$ cat config.mk
export PLATFORM = sky130hd
export DESIGN_NAME = lpcap_regs
export DESIGN_NICKNAME = d
export VERILOG_FILES = /design/src/pkg/lpcap_pkg.sv /design/src/rtl/lpcap_regs.sv
export SDC_FILE = /design/constraint.sdc
export NUM_CORES = 1
export LEC_CHECK = 0
export BUFFER_PORTS_ARGS = -buffer_cell sky130_fd_sc_hd__clkbuf_2
export CORE_MARGIN = 2
export CORE_UTILIZATION = 55
export CTS_CLUSTER_DIAMETER = 80
export DETAILED_ROUTE_END_ITERATION = 16
export GPL_ROUTABILITY_DRIVEN = 0
export PLACE_DENSITY = 0.85
export SYNTH_ARGS = -nofsm -noshare
export SYNTH_HDL_FRONTEND = slang
export SYNTH_SLANG_ARGS = --single-unit
$ cat constraint.sdc
create_clock -name clock -period 4.1 [get_ports clock]
set_clock_uncertainty 0.1 [all_clocks]
set_input_delay 1.025 -clock clock [delete_from_list [all_inputs] [get_ports clock]]
set_output_delay 1.025 -clock clock [all_outputs]
set_load 0.02 [all_outputs]
$ cat src/pkg/lpcap_pkg.sv
package lpcap_pkg;

	// ***********************************
	// region map of the sideband space
	// ***********************************
	localparam logic [7:0] CAP_BASE = 8'h00;
	localparam logic [7:0] CAP_LAST = 8'h0f;
	localparam logic [7:0] INT_BASE = 8'h20;
	localparam logic [7:0] INT_LAST = 8'h2f;
	localparam logic [7:0] STAT_BASE = 8'h30;
	localparam logic [7:0] STAT_LAST = 8'h3f;
	localparam logic [7:0] SCR_BASE = 8'h40;
	localparam logic [7:0] SCR_LAST = 8'h7f;

	// ***********************************
	// capability offsets
	// ***********************************
	localparam logic [3:0] OFS_CONNECTION_STATE = 4'h0;
	localparam logic [3:0] OFS_SPEC_VERSION_LEVEL = 4'h1;
	localparam logic [3:0] OFS_DEVICE_CATEGORY = 4'h2;
	localparam logic [3:0] OFS_MAKER_ID_HIGH = 4'h3;
	localparam logic [3:0] OFS_MAKER_ID_LOW = 4'h4;
	localparam logic [3:0] OFS_VIDEO_LINK_MODES = 4'h5;
	localparam logic [3:0] OFS_AUDIO_LINK_MODES = 4'h6;
	localparam logic [3:0] OFS_VIDEO_CONTENT_TYPES = 4'h7;
	localparam logic [3:0] OFS_LOGICAL_FUNCTION_MAP = 4'h8;
	localparam logic [3:0] OFS_LINK_CLOCK_LIMIT = 4'h9;
	localparam logic [3:0] OFS_OPTIONAL_FEATURE_FLAGS = 4'ha;
	localparam logic [3:0] OFS_PRODUCT_ID_HIGH = 4'hb;
	localparam logic [3:0] OFS_PRODUCT_ID_LOW = 4'hc;
	localparam logic [3:0] OFS_SCRATCHPAD_COUNT = 4'hd;
	localparam logic [3:0] OFS_INTERRUPT_STATUS_COUNTS = 4'he;

	// ***********************************
	// field positions and codes
	// ***********************************
	localparam int CAT_POWER_BIT = 4;
	localparam int CAT_PLIM_LSB = 5;
	localparam logic [3:0] DEV_TYPE_SINK = 4'h1;
	localparam logic [3:0] DEV_TYPE_SOURCE = 4'h2;
	localparam logic [3:0] DEV_TYPE_DONGLE = 4'h3;
	localparam logic [1:0] PLIM_500MA = 2'h0;
	localparam logic [1:0] PLIM_900MA = 2'h1;
	localparam logic [1:0] PLIM_1500MA = 2'h2;
	localparam logic [1:0] PLIM_DONGLE_MIN = 2'h3;
	localparam logic [15:0] MAKER_ID_NONE = 16'h0000;
	localparam logic [15:0] MAKER_ID_FIRST_VALID = 16'h0080;
	localparam logic [7:0] RESET_BYTE = 8'h00;

	// ***********************************
	// sideband command and answer
	// ***********************************
	typedef enum logic [1:0] {
		LPCAP_OP_READ_CAP = 2'h0,
		LPCAP_OP_SET_INT = 2'h1,
		LPCAP_OP_WRITE_STAT = 2'h2,
		LPCAP_OP_WRITE_BURST = 2'h3
	} lpcap_op_e;

	typedef struct packed {
		lpcap_op_e op;
		logic [7:0] offset;
		logic [7:0] data;
	} lpcap_cmd_s;

	typedef struct packed {
		logic [7:0] data;
		logic error;
	} lpcap_rsp_s;

	typedef struct packed {
		logic [3:0] dev_type;
		logic power;
		logic [1:0] plim;
	} lpcap_cat_s;

endpackage

$ cat src/rtl/lpcap_regs.sv
`timescale 1ns/1ps
// How it works
// RULE_01: capability-read returns a byte for every offset 0x00 through 0x0F.
// RULE_02: peer commands never alter any capability byte.
// RULE_03: interrupt region 0x20-0x2F, peer may only set bits there.
// RULE_04: status region 0x30-0x3F is written by peer write-status.
// RULE_05: scratchpad 0x40-0x7F, filled by burst writes, sixteen to 64 bytes.
// RULE_06: offsets outside all four regions are reserved and do nothing.
// RULE_07: byte 0x0D holds scratchpad count, 0x0E interrupt and status counts.
// RULE_08: version byte is major nibble over minor nibble, 2.0 reads 0x20.
// RULE_09: device type field never zero, sink 1, source 2, dongle 3.
// RULE_10: category bit 4 set only when bus power can be supplied.
// RULE_11: category bits 6:5 give the minimum delivered power code.
// RULE_12: unpowered device clears power bit; limit bits then meaningless.
// RULE_13: category byte follows live inputs and may change at run time.
// RULE_14: maker id high byte at 0x03, low at 0x04, zero means none.
// RULE_15: maker ids 1 through 127 are never reported.
// RULE_16: peer uses scratchpad freely when maker id is zero.
// RULE_17: video mode byte bits 0..3 flag the four pixel link modes.
// RULE_18: fields needed for the device type carry accurate values.
// RULE_19: connection state byte exists with all bits reserved.
// RULE_20: capability changes are signalled through the interrupt region; a category byte change sets bit 0 of byte 0x20; peer set-interrupt ORs in its data.
// RULE_21: reserved bits and byte 0x0F read back as zero.
module lpcap_regs
	import lpcap_pkg::*;
#(
	parameter int INT_COUNT = 4,
	parameter int STAT_COUNT = 4,
	parameter int SCR_COUNT = 16,
	parameter logic [3:0] VERSION_MAJOR = 4'h2,
	parameter logic [3:0] VERSION_MINOR = 4'h0,
	parameter logic [15:0] MAKER_ID = 16'h0000, // arbitrary neutral value
	parameter logic [15:0] PRODUCT_ID = 16'h0000 // arbitrary neutral value
) (
	input wire logic clock,
	input wire logic rst_n,
	input wire logic cmd_valid,
	input wire lpcap_cmd_s cmd,
	output lpcap_rsp_s rsp,
	output logic rsp_valid,
	input wire lpcap_cat_s category,
	input wire logic [7:0] video_link_modes,
	input wire logic [7:0] audio_link_modes,
	input wire logic [7:0] video_content_types,
	input wire logic [7:0] logical_function_map,
	input wire logic [7:0] link_clock_limit,
	input wire logic [7:0] optional_feature_flags,
	input wire logic [4:0] int_bit_sel,
	input wire logic int_bit_clear,
	output logic [8*INT_COUNT-1:0] int_regs,
	output logic [8*STAT_COUNT-1:0] stat_regs,
	output logic [8*SCR_COUNT-1:0] scr_regs,
	output logic cap_changed
);

	// ***********************************
	// capability image
	// ***********************************
	logic [7:0] cap_byte;
	logic [7:0] cat_byte;
	logic [15:0] maker_id_out;
	logic [7:0] cat_prev_q;
	logic [7:0] cat_prev_d;

	// category assembly, power limit masked when unpowered
	always_comb begin
		cat_byte = RESET_BYTE;
		cat_byte[3:0] = category.dev_type; // [RULE_09]
		if (category.dev_type == 4'h0)
			cat_byte[3:0] = DEV_TYPE_SINK; // never report zero [RULE_09]
		cat_byte[CAT_POWER_BIT] = category.power; // [RULE_10] [RULE_13]
		if (category.power)
			cat_byte[CAT_PLIM_LSB+:2] = category.plim; // [RULE_11]
		else
			cat_byte[CAT_PLIM_LSB+:2] = PLIM_500MA; // [RULE_12]
	end

	// reserved maker ids collapse to none
	assign maker_id_out = (MAKER_ID != MAKER_ID_NONE && MAKER_ID < MAKER_ID_FIRST_VALID)
		? MAKER_ID_NONE : MAKER_ID; // [RULE_15] [RULE_14]

	// capability read mux
	always_comb begin
		cap_byte = RESET_BYTE; // covers 0x00 and 0x0f [RULE_19] [RULE_21]
		unique case (cmd.offset[3:0])
			OFS_SPEC_VERSION_LEVEL: cap_byte = {VERSION_MAJOR, VERSION_MINOR}; // [RULE_08]
			OFS_DEVICE_CATEGORY: cap_byte = cat_byte;
			OFS_MAKER_ID_HIGH: cap_byte = maker_id_out[15:8]; // [RULE_14]
			OFS_MAKER_ID_LOW: cap_byte = maker_id_out[7:0];
			OFS_VIDEO_LINK_MODES: cap_byte = {4'h0, video_link_modes[3:0]}; // [RULE_17]
			OFS_AUDIO_LINK_MODES: cap_byte = {6'h00, audio_link_modes[1:0]}; // [RULE_18]
			OFS_VIDEO_CONTENT_TYPES: cap_byte = {video_content_types[7], 3'h0,
				video_content_types[3:0]}; // [RULE_18]
			OFS_LOGICAL_FUNCTION_MAP: cap_byte = logical_function_map;
			OFS_LINK_CLOCK_LIMIT: cap_byte = link_clock_limit;
			OFS_OPTIONAL_FEATURE_FLAGS: cap_byte = optional_feature_flags;
			OFS_PRODUCT_ID_HIGH: cap_byte = PRODUCT_ID[15:8];
			OFS_PRODUCT_ID_LOW: cap_byte = PRODUCT_ID[7:0];
			OFS_SCRATCHPAD_COUNT: cap_byte = 8'(SCR_COUNT); // [RULE_07]
			OFS_INTERRUPT_STATUS_COUNTS: cap_byte = {4'(INT_COUNT), 4'(STAT_COUNT)}; // [RULE_07]
			default: cap_byte = RESET_BYTE;
		endcase
	end

	// ***********************************
	// command decode
	// ***********************************
	logic in_cap;
	logic in_int;
	logic in_stat;
	logic in_scr;
	logic [7:0] rel_int;
	logic [7:0] rel_stat;
	logic [7:0] rel_scr;

	// region hit tests, writable space limited to implemented bytes
	always_comb begin
		rel_int = cmd.offset - INT_BASE;
		rel_stat = cmd.offset - STAT_BASE;
		rel_scr = cmd.offset - SCR_BASE;
		in_cap = cmd.offset <= CAP_LAST; // [RULE_01]
		in_int = cmd.offset >= INT_BASE && cmd.offset <= INT_LAST
			&& rel_int < 8'(INT_COUNT); // [RULE_03]
		in_stat = cmd.offset >= STAT_BASE && cmd.offset <= STAT_LAST
			&& rel_stat < 8'(STAT_COUNT); // [RULE_04]
		in_scr = cmd.offset >= SCR_BASE && cmd.offset <= SCR_LAST
			&& rel_scr < 8'(SCR_COUNT); // [RULE_05]
	end

	// ***********************************
	// writable regions
	// ***********************************
	logic [8*INT_COUNT-1:0] int_q;
	logic [8*INT_COUNT-1:0] int_d;
	logic [8*STAT_COUNT-1:0] stat_q;
	logic [8*STAT_COUNT-1:0] stat_d;
	logic [8*SCR_COUNT-1:0] scr_q;
	logic [8*SCR_COUNT-1:0] scr_d;

	// next values for region bytes
	genvar gi;
	generate
		for (gi = 0; gi < INT_COUNT; gi++) begin : g_int
			logic [7:0] nb;
			// one private byte per process, so no two processes share a variable
			always_comb begin
				nb = int_q[8*gi+:8];
				if (int_bit_clear && int_bit_sel[4:3] == 2'(gi))
					nb[int_bit_sel[2:0]] = 1'b0;
				// set wins over a same-cycle clear
				if (cmd_valid && cmd.op == LPCAP_OP_SET_INT && in_int && rel_int == 8'(gi))
					nb = nb | cmd.data; // [RULE_03]
				if (gi == 0 && cat_prev_q != cat_byte)
					nb[0] = 1'b1; // capability change event [RULE_20] [RULE_13]
			end
			assign int_d[8*gi+:8] = nb;
		end
		for (gi = 0; gi < STAT_COUNT; gi++) begin : g_stat
			assign stat_d[8*gi+:8] = (cmd_valid && cmd.op == LPCAP_OP_WRITE_STAT && in_stat
				&& rel_stat == 8'(gi)) ? cmd.data : stat_q[8*gi+:8]; // [RULE_04]
		end
		for (gi = 0; gi < SCR_COUNT; gi++) begin : g_scr
			assign scr_d[8*gi+:8] = (cmd_valid && cmd.op == LPCAP_OP_WRITE_BURST && in_scr
				&& rel_scr == 8'(gi)) ? cmd.data : scr_q[8*gi+:8]; // [RULE_05] [RULE_16]
		end
	endgenerate

	// capability bytes have no storage, so writes cannot reach them
	assign cat_prev_d = cat_byte; // [RULE_02]

	// ***********************************
	// answer
	// ***********************************
	lpcap_rsp_s rsp_q;
	lpcap_rsp_s rsp_d;
	logic rsp_valid_q;
	logic rsp_valid_d;

	// read returns capability byte, other misses flag an error
	always_comb begin
		rsp_valid_d = cmd_valid;
		rsp_d.data = RESET_BYTE;
		rsp_d.error = 1'b0;
		if (cmd_valid) begin
			unique case (cmd.op)
				LPCAP_OP_READ_CAP: begin
					rsp_d.data = in_cap ? cap_byte : RESET_BYTE; // [RULE_01]
					rsp_d.error = !in_cap;
				end
				LPCAP_OP_SET_INT: rsp_d.error = !in_int; // [RULE_06]
				LPCAP_OP_WRITE_STAT: rsp_d.error = !in_stat; // [RULE_06]
				LPCAP_OP_WRITE_BURST: rsp_d.error = !in_scr; // [RULE_02] [RULE_06]
			endcase
		end
	end

	// all state registers
	always_ff @(posedge clock) begin
		if (!rst_n) begin
			int_q <= '0;
			stat_q <= '0;
			scr_q <= '0;
			cat_prev_q <= RESET_BYTE;
			rsp_q <= '0;
			rsp_valid_q <= 1'b0;
		end else begin
			int_q <= int_d;
			stat_q <= stat_d;
			scr_q <= scr_d;
			cat_prev_q <= cat_prev_d;
			rsp_q <= rsp_d;
			rsp_valid_q <= rsp_valid_d;
		end
	end

	assign rsp = rsp_q;
	assign rsp_valid = rsp_valid_q;
	assign int_regs = int_q;
	assign stat_regs = stat_q;
	assign scr_regs = scr_q;
	assign cap_changed = int_q[0];

endmodule

==> flow_metrics.py, run 1 <==
metrics = {
    "pwr": {
        "power_density_nw_per_um2": 388.8,
        "p_total_mw": 4.344,
        "total_leakage_power_nw": 4.591,
        "irDropWorstVdd_uv": 323.6,
    },
    "setup_path": {
        "critPathCaptureType": "flop",
        "cpMaxStageDelayCell": "nor4_4",
        "cp_cell_sequence": "clkbuf_2 > or3_1 > nor4_4 > mux2i_1 > nor2b_1",
        "cpPeakStageDelay_ns": 0.83,
        "path_max_fanout": 13,
        "startpoint_type": "input pin",
        "crit_start": "cmd[13]",
        "cp_data_arrival_time_ns": 3.14,
        "worstReg2RegStart": "cat_prev_q[3]",
        "cp.required_ns": 4.36,
        "crit_type": "in2reg",
    },
    "yosys": {
        "synth_edf_count": 0,
        "synth_seq_cells": 209,
        "ys_types": 55,
        "synth.net_count": 946,
        "synth_flop_cell": "dfxtp_1",
        "ys_seq_area_share_pct": 46.75,
        "yosys_warnings": 0,
        "yosys.area.top_type": "dfxtp_1",
        "synth_cells": 862,
        "async_flop_share_pct": 0,
        "synthTopCellsByArea": "dfxtp_1, mux2i_1, nor2b_1, nor4_4, nand2_1",
        "syn_avg_cell_area_um2": 10.38,
        "synth_top_area_share_pct": 46.75,
        "synthesis.area_um2": 8950,
    },
    "place": {
        "port_buffers": 271,
        "place.detailed.hpwl_mm": 16.49,
        "place_area_um2": 10410,
    },
    "detailed_routing": {
        "vias": 7272,
        "detail-route-antenna-nets": 0,
        "drt_wl_total_mm": 24.34,
        "drtIter0Drc": 432,
        "first_pass_iters": 5,
        "post_drt_wl_per_cell_um": 18.08,
        "vias_per_cell": 5.403,
        "drcViolationCount": 0,
    },
    "die": {
        "start_util_pct": 56.34,
        "ioPinCount": 285,
        "die_y_um": 131.6,
        "coreArea_um2": 15890,
        "dieArea_um2": 17310,
        "rows": 46,
        "die_w_um": 131.6,
    },
    "clock_tree": {
        "htree_num_levels": 1,
        "clock_latency_ns": 0.48,
        "cts_buffers": 22,
        "clock-sinks": 209,
        "holdBufCountCts": 0,
        "cts_resized": 0,
        "clockRootBuffer": "clkbuf_16",
        "cts_setup_buffers": 0,
        "cts_buffer_depth": 3,
        "clk_transition_reported_paths_ns": 0.06,
        "cts_tree": "yes",
    },
    "cells_and_area": {
        "finalNetCount": 1198,
        "antenna-diode-count": 0,
        "finish.utilization_pct": 70.35,
        "final_common_cell": "clkbuf_2",
        "area_growth_pct": 24.86,
        "layout_common_cells": "clkbuf_2, dfxtp_1, mux2i_1",
        "finalInstanceArea_um2": 11170,
        "drive_gt1_share_pct": 31.42,
    },
    "timing": {
        "tns_ns": 0,
        "fin_hold_ws_ns": 0.3570,
        "period_share_pct": 70.09,
        "fmax_mhz": 348.0,
        "rsz0062_at_grt": "no",
        "setup_violations": 0,
        "finalHoldViolCount": 0,
        "maxSlewHeadroom_pct": 33.02,
        "drv_slew": 0,
        "min_period_ns": 2.874,
        "tightest_slew_ns": 0.9908,
    },
    "grt": {
        "grt_pass1_wl_mm": 37.83,
        "grt_usage_pct": 26.82,
        "grt_overflow": 0,
        "grt_pass1_vias": 6900,
        "grt_antenna_before_repair": 0,
        "grt_max_degree": 113,
    },
    "outcome": {
        "status": "finished clean",
    },
    "min_path": {
        "min_from": "scr_regs[1]",
        "hp-class": "reg2reg",
    },
    "run": {
        "drv_cap": 0,
    },
}
==> cell families (layout without fill, tap and decap cells) <==
| kind of cell | after synthesis | after routing | share of synthesized area, % |
|---|---|---|---|
| buf+inv | 68 | 336 | 3.775 |
| xor+xnor | 5 | 5 | 0.4893 |
| flops | 209 | 209 | 46.75 |
| compound gates | 106 | 106 | 7.661 |
| simple gates | 309 | 309 | 22.80 |
| mux | 163 | 163 | 18.24 |
| fa+ha+maj | 2 | 2 | 0.2796 |
==> stage by stage <==
stage,worst slack (ns),std cells
4_1_cts,1.227,1346
5_1_grt,1.108,1346
3_5_place_dp,0.7249,1306
6_report,1.227,1346
3_3_place_gp,0.7969,1306
2_1_floorplan,1.214,862
==> cells in the mapped netlist, types with 9 or more instances <==
master    number
nor4_4        16
nor2b_1      141
a21oi_1        9
buf_2         10
nand2_1       78
mux2i_1      162
clkbuf_1      38
o21ai_0       41
dfxtp_1      209
a21boi_0      33
==> worst paths after layout <==
path | end | slack, ns | depth (start not counted)
max | scr_regs[43] | 1.23 | 5
min | scr_regs[1] | 0.36 | 2
max reg2reg | int_regs[0] | 2.59 | 4
min reg2reg | scr_regs[1] | 0.36 | 2
==> cell type report <==
type	count	area, µm²
fill	1192	4711
multi-input combinational	585	4428
sequential	209	4184
timing repair buffer	290	1501
clock buffer	35	690.7
tap	216	270.3
clock inverter	5	77.57
inverter	6	22.52
==> registers in the layout, summed over array words and instances, names as in the netlist <==
name and count:
cat_prev_q 7, rsp_valid 1, int_regs 32, scr_regs 128
rsp 9, stat_regs 32
==> critical path: cells and delay by family <==
kind	cells	cell delay, ns
muxes	1	0.31
buffers and inverters	1	0.12
and+or+nand+nor	3	1.69
==> per-layer routing <==
layer | GRT usage, % | vias to the layer above | part of all wire [%]
li1 | - | 3484 | -
met1 | 35.23 | 3517 | 43
met2 | 45.20 | 246 | 48
met3 | 6.057 | 25 | 7.2
met4 | 5.797 | 0 | 1.5
met5 | 0 | - | 0
==> power by group <==
group | leakage, nW | internal [mW] | switching (mW)
Sequential | 1.69 | 2.04 | 0.00335
Combinational | 2.53 | 0.0855 | 0.158
Clock | 0.376 | 1.28 | 0.783
Total | 4.59 | 3.40 | 0.945
(Power assumes the default switching activity.)
==> run 2: changes to the inputs <==
- CORE_UTILIZATION: 55 -> 46
- PLACE_DENSITY: 0.85 -> 0.76
- clock period: 4.1 -> 2.3 ns (I/O delays scaled with it)
==> flow_metrics.py, run 2 (synthesis results as in run 1) <==
metrics = {
    "clock_tree": {
        "clk_transition_reported_paths_ns": 0.06,
        "holdBufCountCts": 0,
        "cts_resized": 0,
        "cts_buffer_depth": 3,
        "cts_buffers": 23,
        "cts_tree": "yes",
        "clockRootBuffer": "clkbuf_16",
        "cts_setup_buffers": 0,
        "clock-sinks": 209,
        "htree_num_levels": 1,
        "clock_latency_ns": 0.50,
    },
    "setup_path": {
        "cp_data_arrival_time_ns": 2.35,
        "crit_type": "in2reg",
        "startpoint_type": "input pin",
        "path_max_fanout": 7,
        "cp.required_ns": 2.63,
        "critPathCaptureType": "flop",
    },
    "die": {
        "rows": 51,
        "die_y_um": 143.5,
        "die_w_um": 143.5,
        "dieArea_um2": 20590,
        "ioPinCount": 285,
        "start_util_pct": 46.44,
        "coreArea_um2": 19270,
    },
    "outcome": {
        "status": "finished clean",
    },
    "timing": {
        "tightest_slew_ns": 0.6826,
        "rsz0062_at_grt": "no",
        "finalHoldViolCount": 0,
        "setup_violations": 0,
        "fmax_mhz": 495.1,
        "period_share_pct": 87.81,
        "worst_slack_ns": 0.2803,
        "maxSlewHeadroom_pct": 54.50,
        "drv_slew": 0,
        "fin_hold_ws_ns": 0.2368,
        "min_period_ns": 2.020,
    },
    "pwr": {
        "seqPwrFrac_pct": 45.3,
        "p_int_mw": 6.264,
        "swShare_pct": 22.04,
        "irDropWorstVdd_uv": 552.1,
        "switchingPower_mw": 1.771,
        "p_total_mw": 8.035,
        "clkPwrFrac_pct": 48.8,
        "combPwrFrac_pct": 5.9,
        "total_leakage_power_nw": 4.881,
        "power_density_nw_per_um2": 680.2,
    },
    "cells_and_area": {
        "regArea_um2": 4184,
        "drive_gt1_share_pct": 34.21,
        "finalNetCount": 1243,
        "fillers": 1641,
        "fin_cells": 1440,
        "layout_common_cells": "clkbuf_2, dfxtp_1, mux2i_1",
        "antenna-diode-count": 0,
        "area_growth_pct": 32.00,
        "multi_input_area_um2": 4447,
        "final_common_cell": "clkbuf_2",
        "finalInstanceArea_um2": 11810,
        "largest_reg_flops": 128,
    },
    "min_path": {
        "hp-class": "in2reg",
    },
    "grt": {
        "grt_pass1_wl_mm": 38.31,
        "grt_max_degree": 70,
        "grt_antenna_before_repair": 0,
        "grt_busiest_layer": "met2",
        "grt_pass1_vias": 7122,
        "use_met3_pct": 6.664,
        "grt_usage_pct": 23.63,
        "grt_overflow": 0,
        "met1_usage_pct": 29.74,
        "met2_usage_pct": 39.97,
    },
    "place": {
        "place_area_um2": 11000,
        "dp_slack_ns": -0.2487,
        "port_buffers": 271,
        "place.detailed.hpwl_mm": 17.68,
        "place_inst": 1399,
    },
    "detailed_routing": {
        "drcViolationCount": 0,
        "vias_per_cell": 5.092,
        "vias": 7333,
        "drtIter0Drc": 363,
        "first_pass_iters": 4,
        "detail-route-antenna-nets": 0,
        "drt_wl_total_mm": 25.24,
        "post_drt_wl_per_cell_um": 17.52,
    },
    "run": {
        "drv_cap": 0,
    },
}
run 2: cell count changes in the layout (fill, tap and decap cells not counted):
cell       before  now
nor4_2          4    3
or4b_1          1    0
buf_12          0   15
nor4b_1         1    0
buf_4          20   49
inv_6           0    1
nor4b_2         0    1
nor4_4         16   17
bufinv_16       2    4
or4b_4          0    1
clkbuf_8        7    5
run 2: cell type report:
type | instances | share of cell area [%]
Clock buffer | 33 | 5.613
Tap cell | 265 | 2.807
Timing Repair Buffer | 334 | 17.09
Multi-Input combinational cell | 585 | 37.64
Sequential cell | 209 | 35.42
Inverter | 6 | 0.1906
Clock inverter | 8 | 1.239
run 2: power by group through the flow:
stage | Sequential, mW | Combinational (mW) | Clock (mW)
2_1_floorplan | 3.72 | 0.288 | 0
3_3_place_gp | 3.72 | 0.472 | 0
3_5_place_dp | 3.72 | 0.475 | 0
4_1_cts | 3.64 | 0.477 | 3.97
5_1_grt | 3.64 | 0.515 | 4.12
6_report | 3.64 | 0.478 | 3.92
run 2: metrics by stage:
| step | setup TNS, ns | utilization [%] |
|---|---|---|
| global placement | -6.607 | 57.10 |
| CTS | 0 | 61.30 |
| detailed placement | -9.517 | 57.10 |
| finish | 0 | 61.30 |
| floorplan | -1.610 | - |
| global route | 0 | 61.30 |
run 2: path summary, 6_finish.rpt:
check | start | end | slack [ns] | cells past startpoint
setup / recovery | cmd[13] | int_regs[2] | 0.28 | 8
hold / removal | category[5] | cat_prev_q[2] | 0.24 | 2
setup reg to reg | cat_prev_q[3] | int_regs[0] | 0.88 | 4
hold reg to reg | scr_regs[8] | scr_regs[8] | 0.36 | 2
run 2: metal layers:
layer,wire length (µm),up-vias
met1,10720,3483
met5,0,-
met3,1997,37
met2,12040,241
li1,-,3572
met4,478,0
run 2: critical path: stages:
cell	delay, ns
clkbuf_2	0.12
inv_1	0.06
ha_1	0.27
or3b_2	0.54
nor4_4	0.32
buf_4	0.21
nand2_1	0.06
a21boi_0	0.21
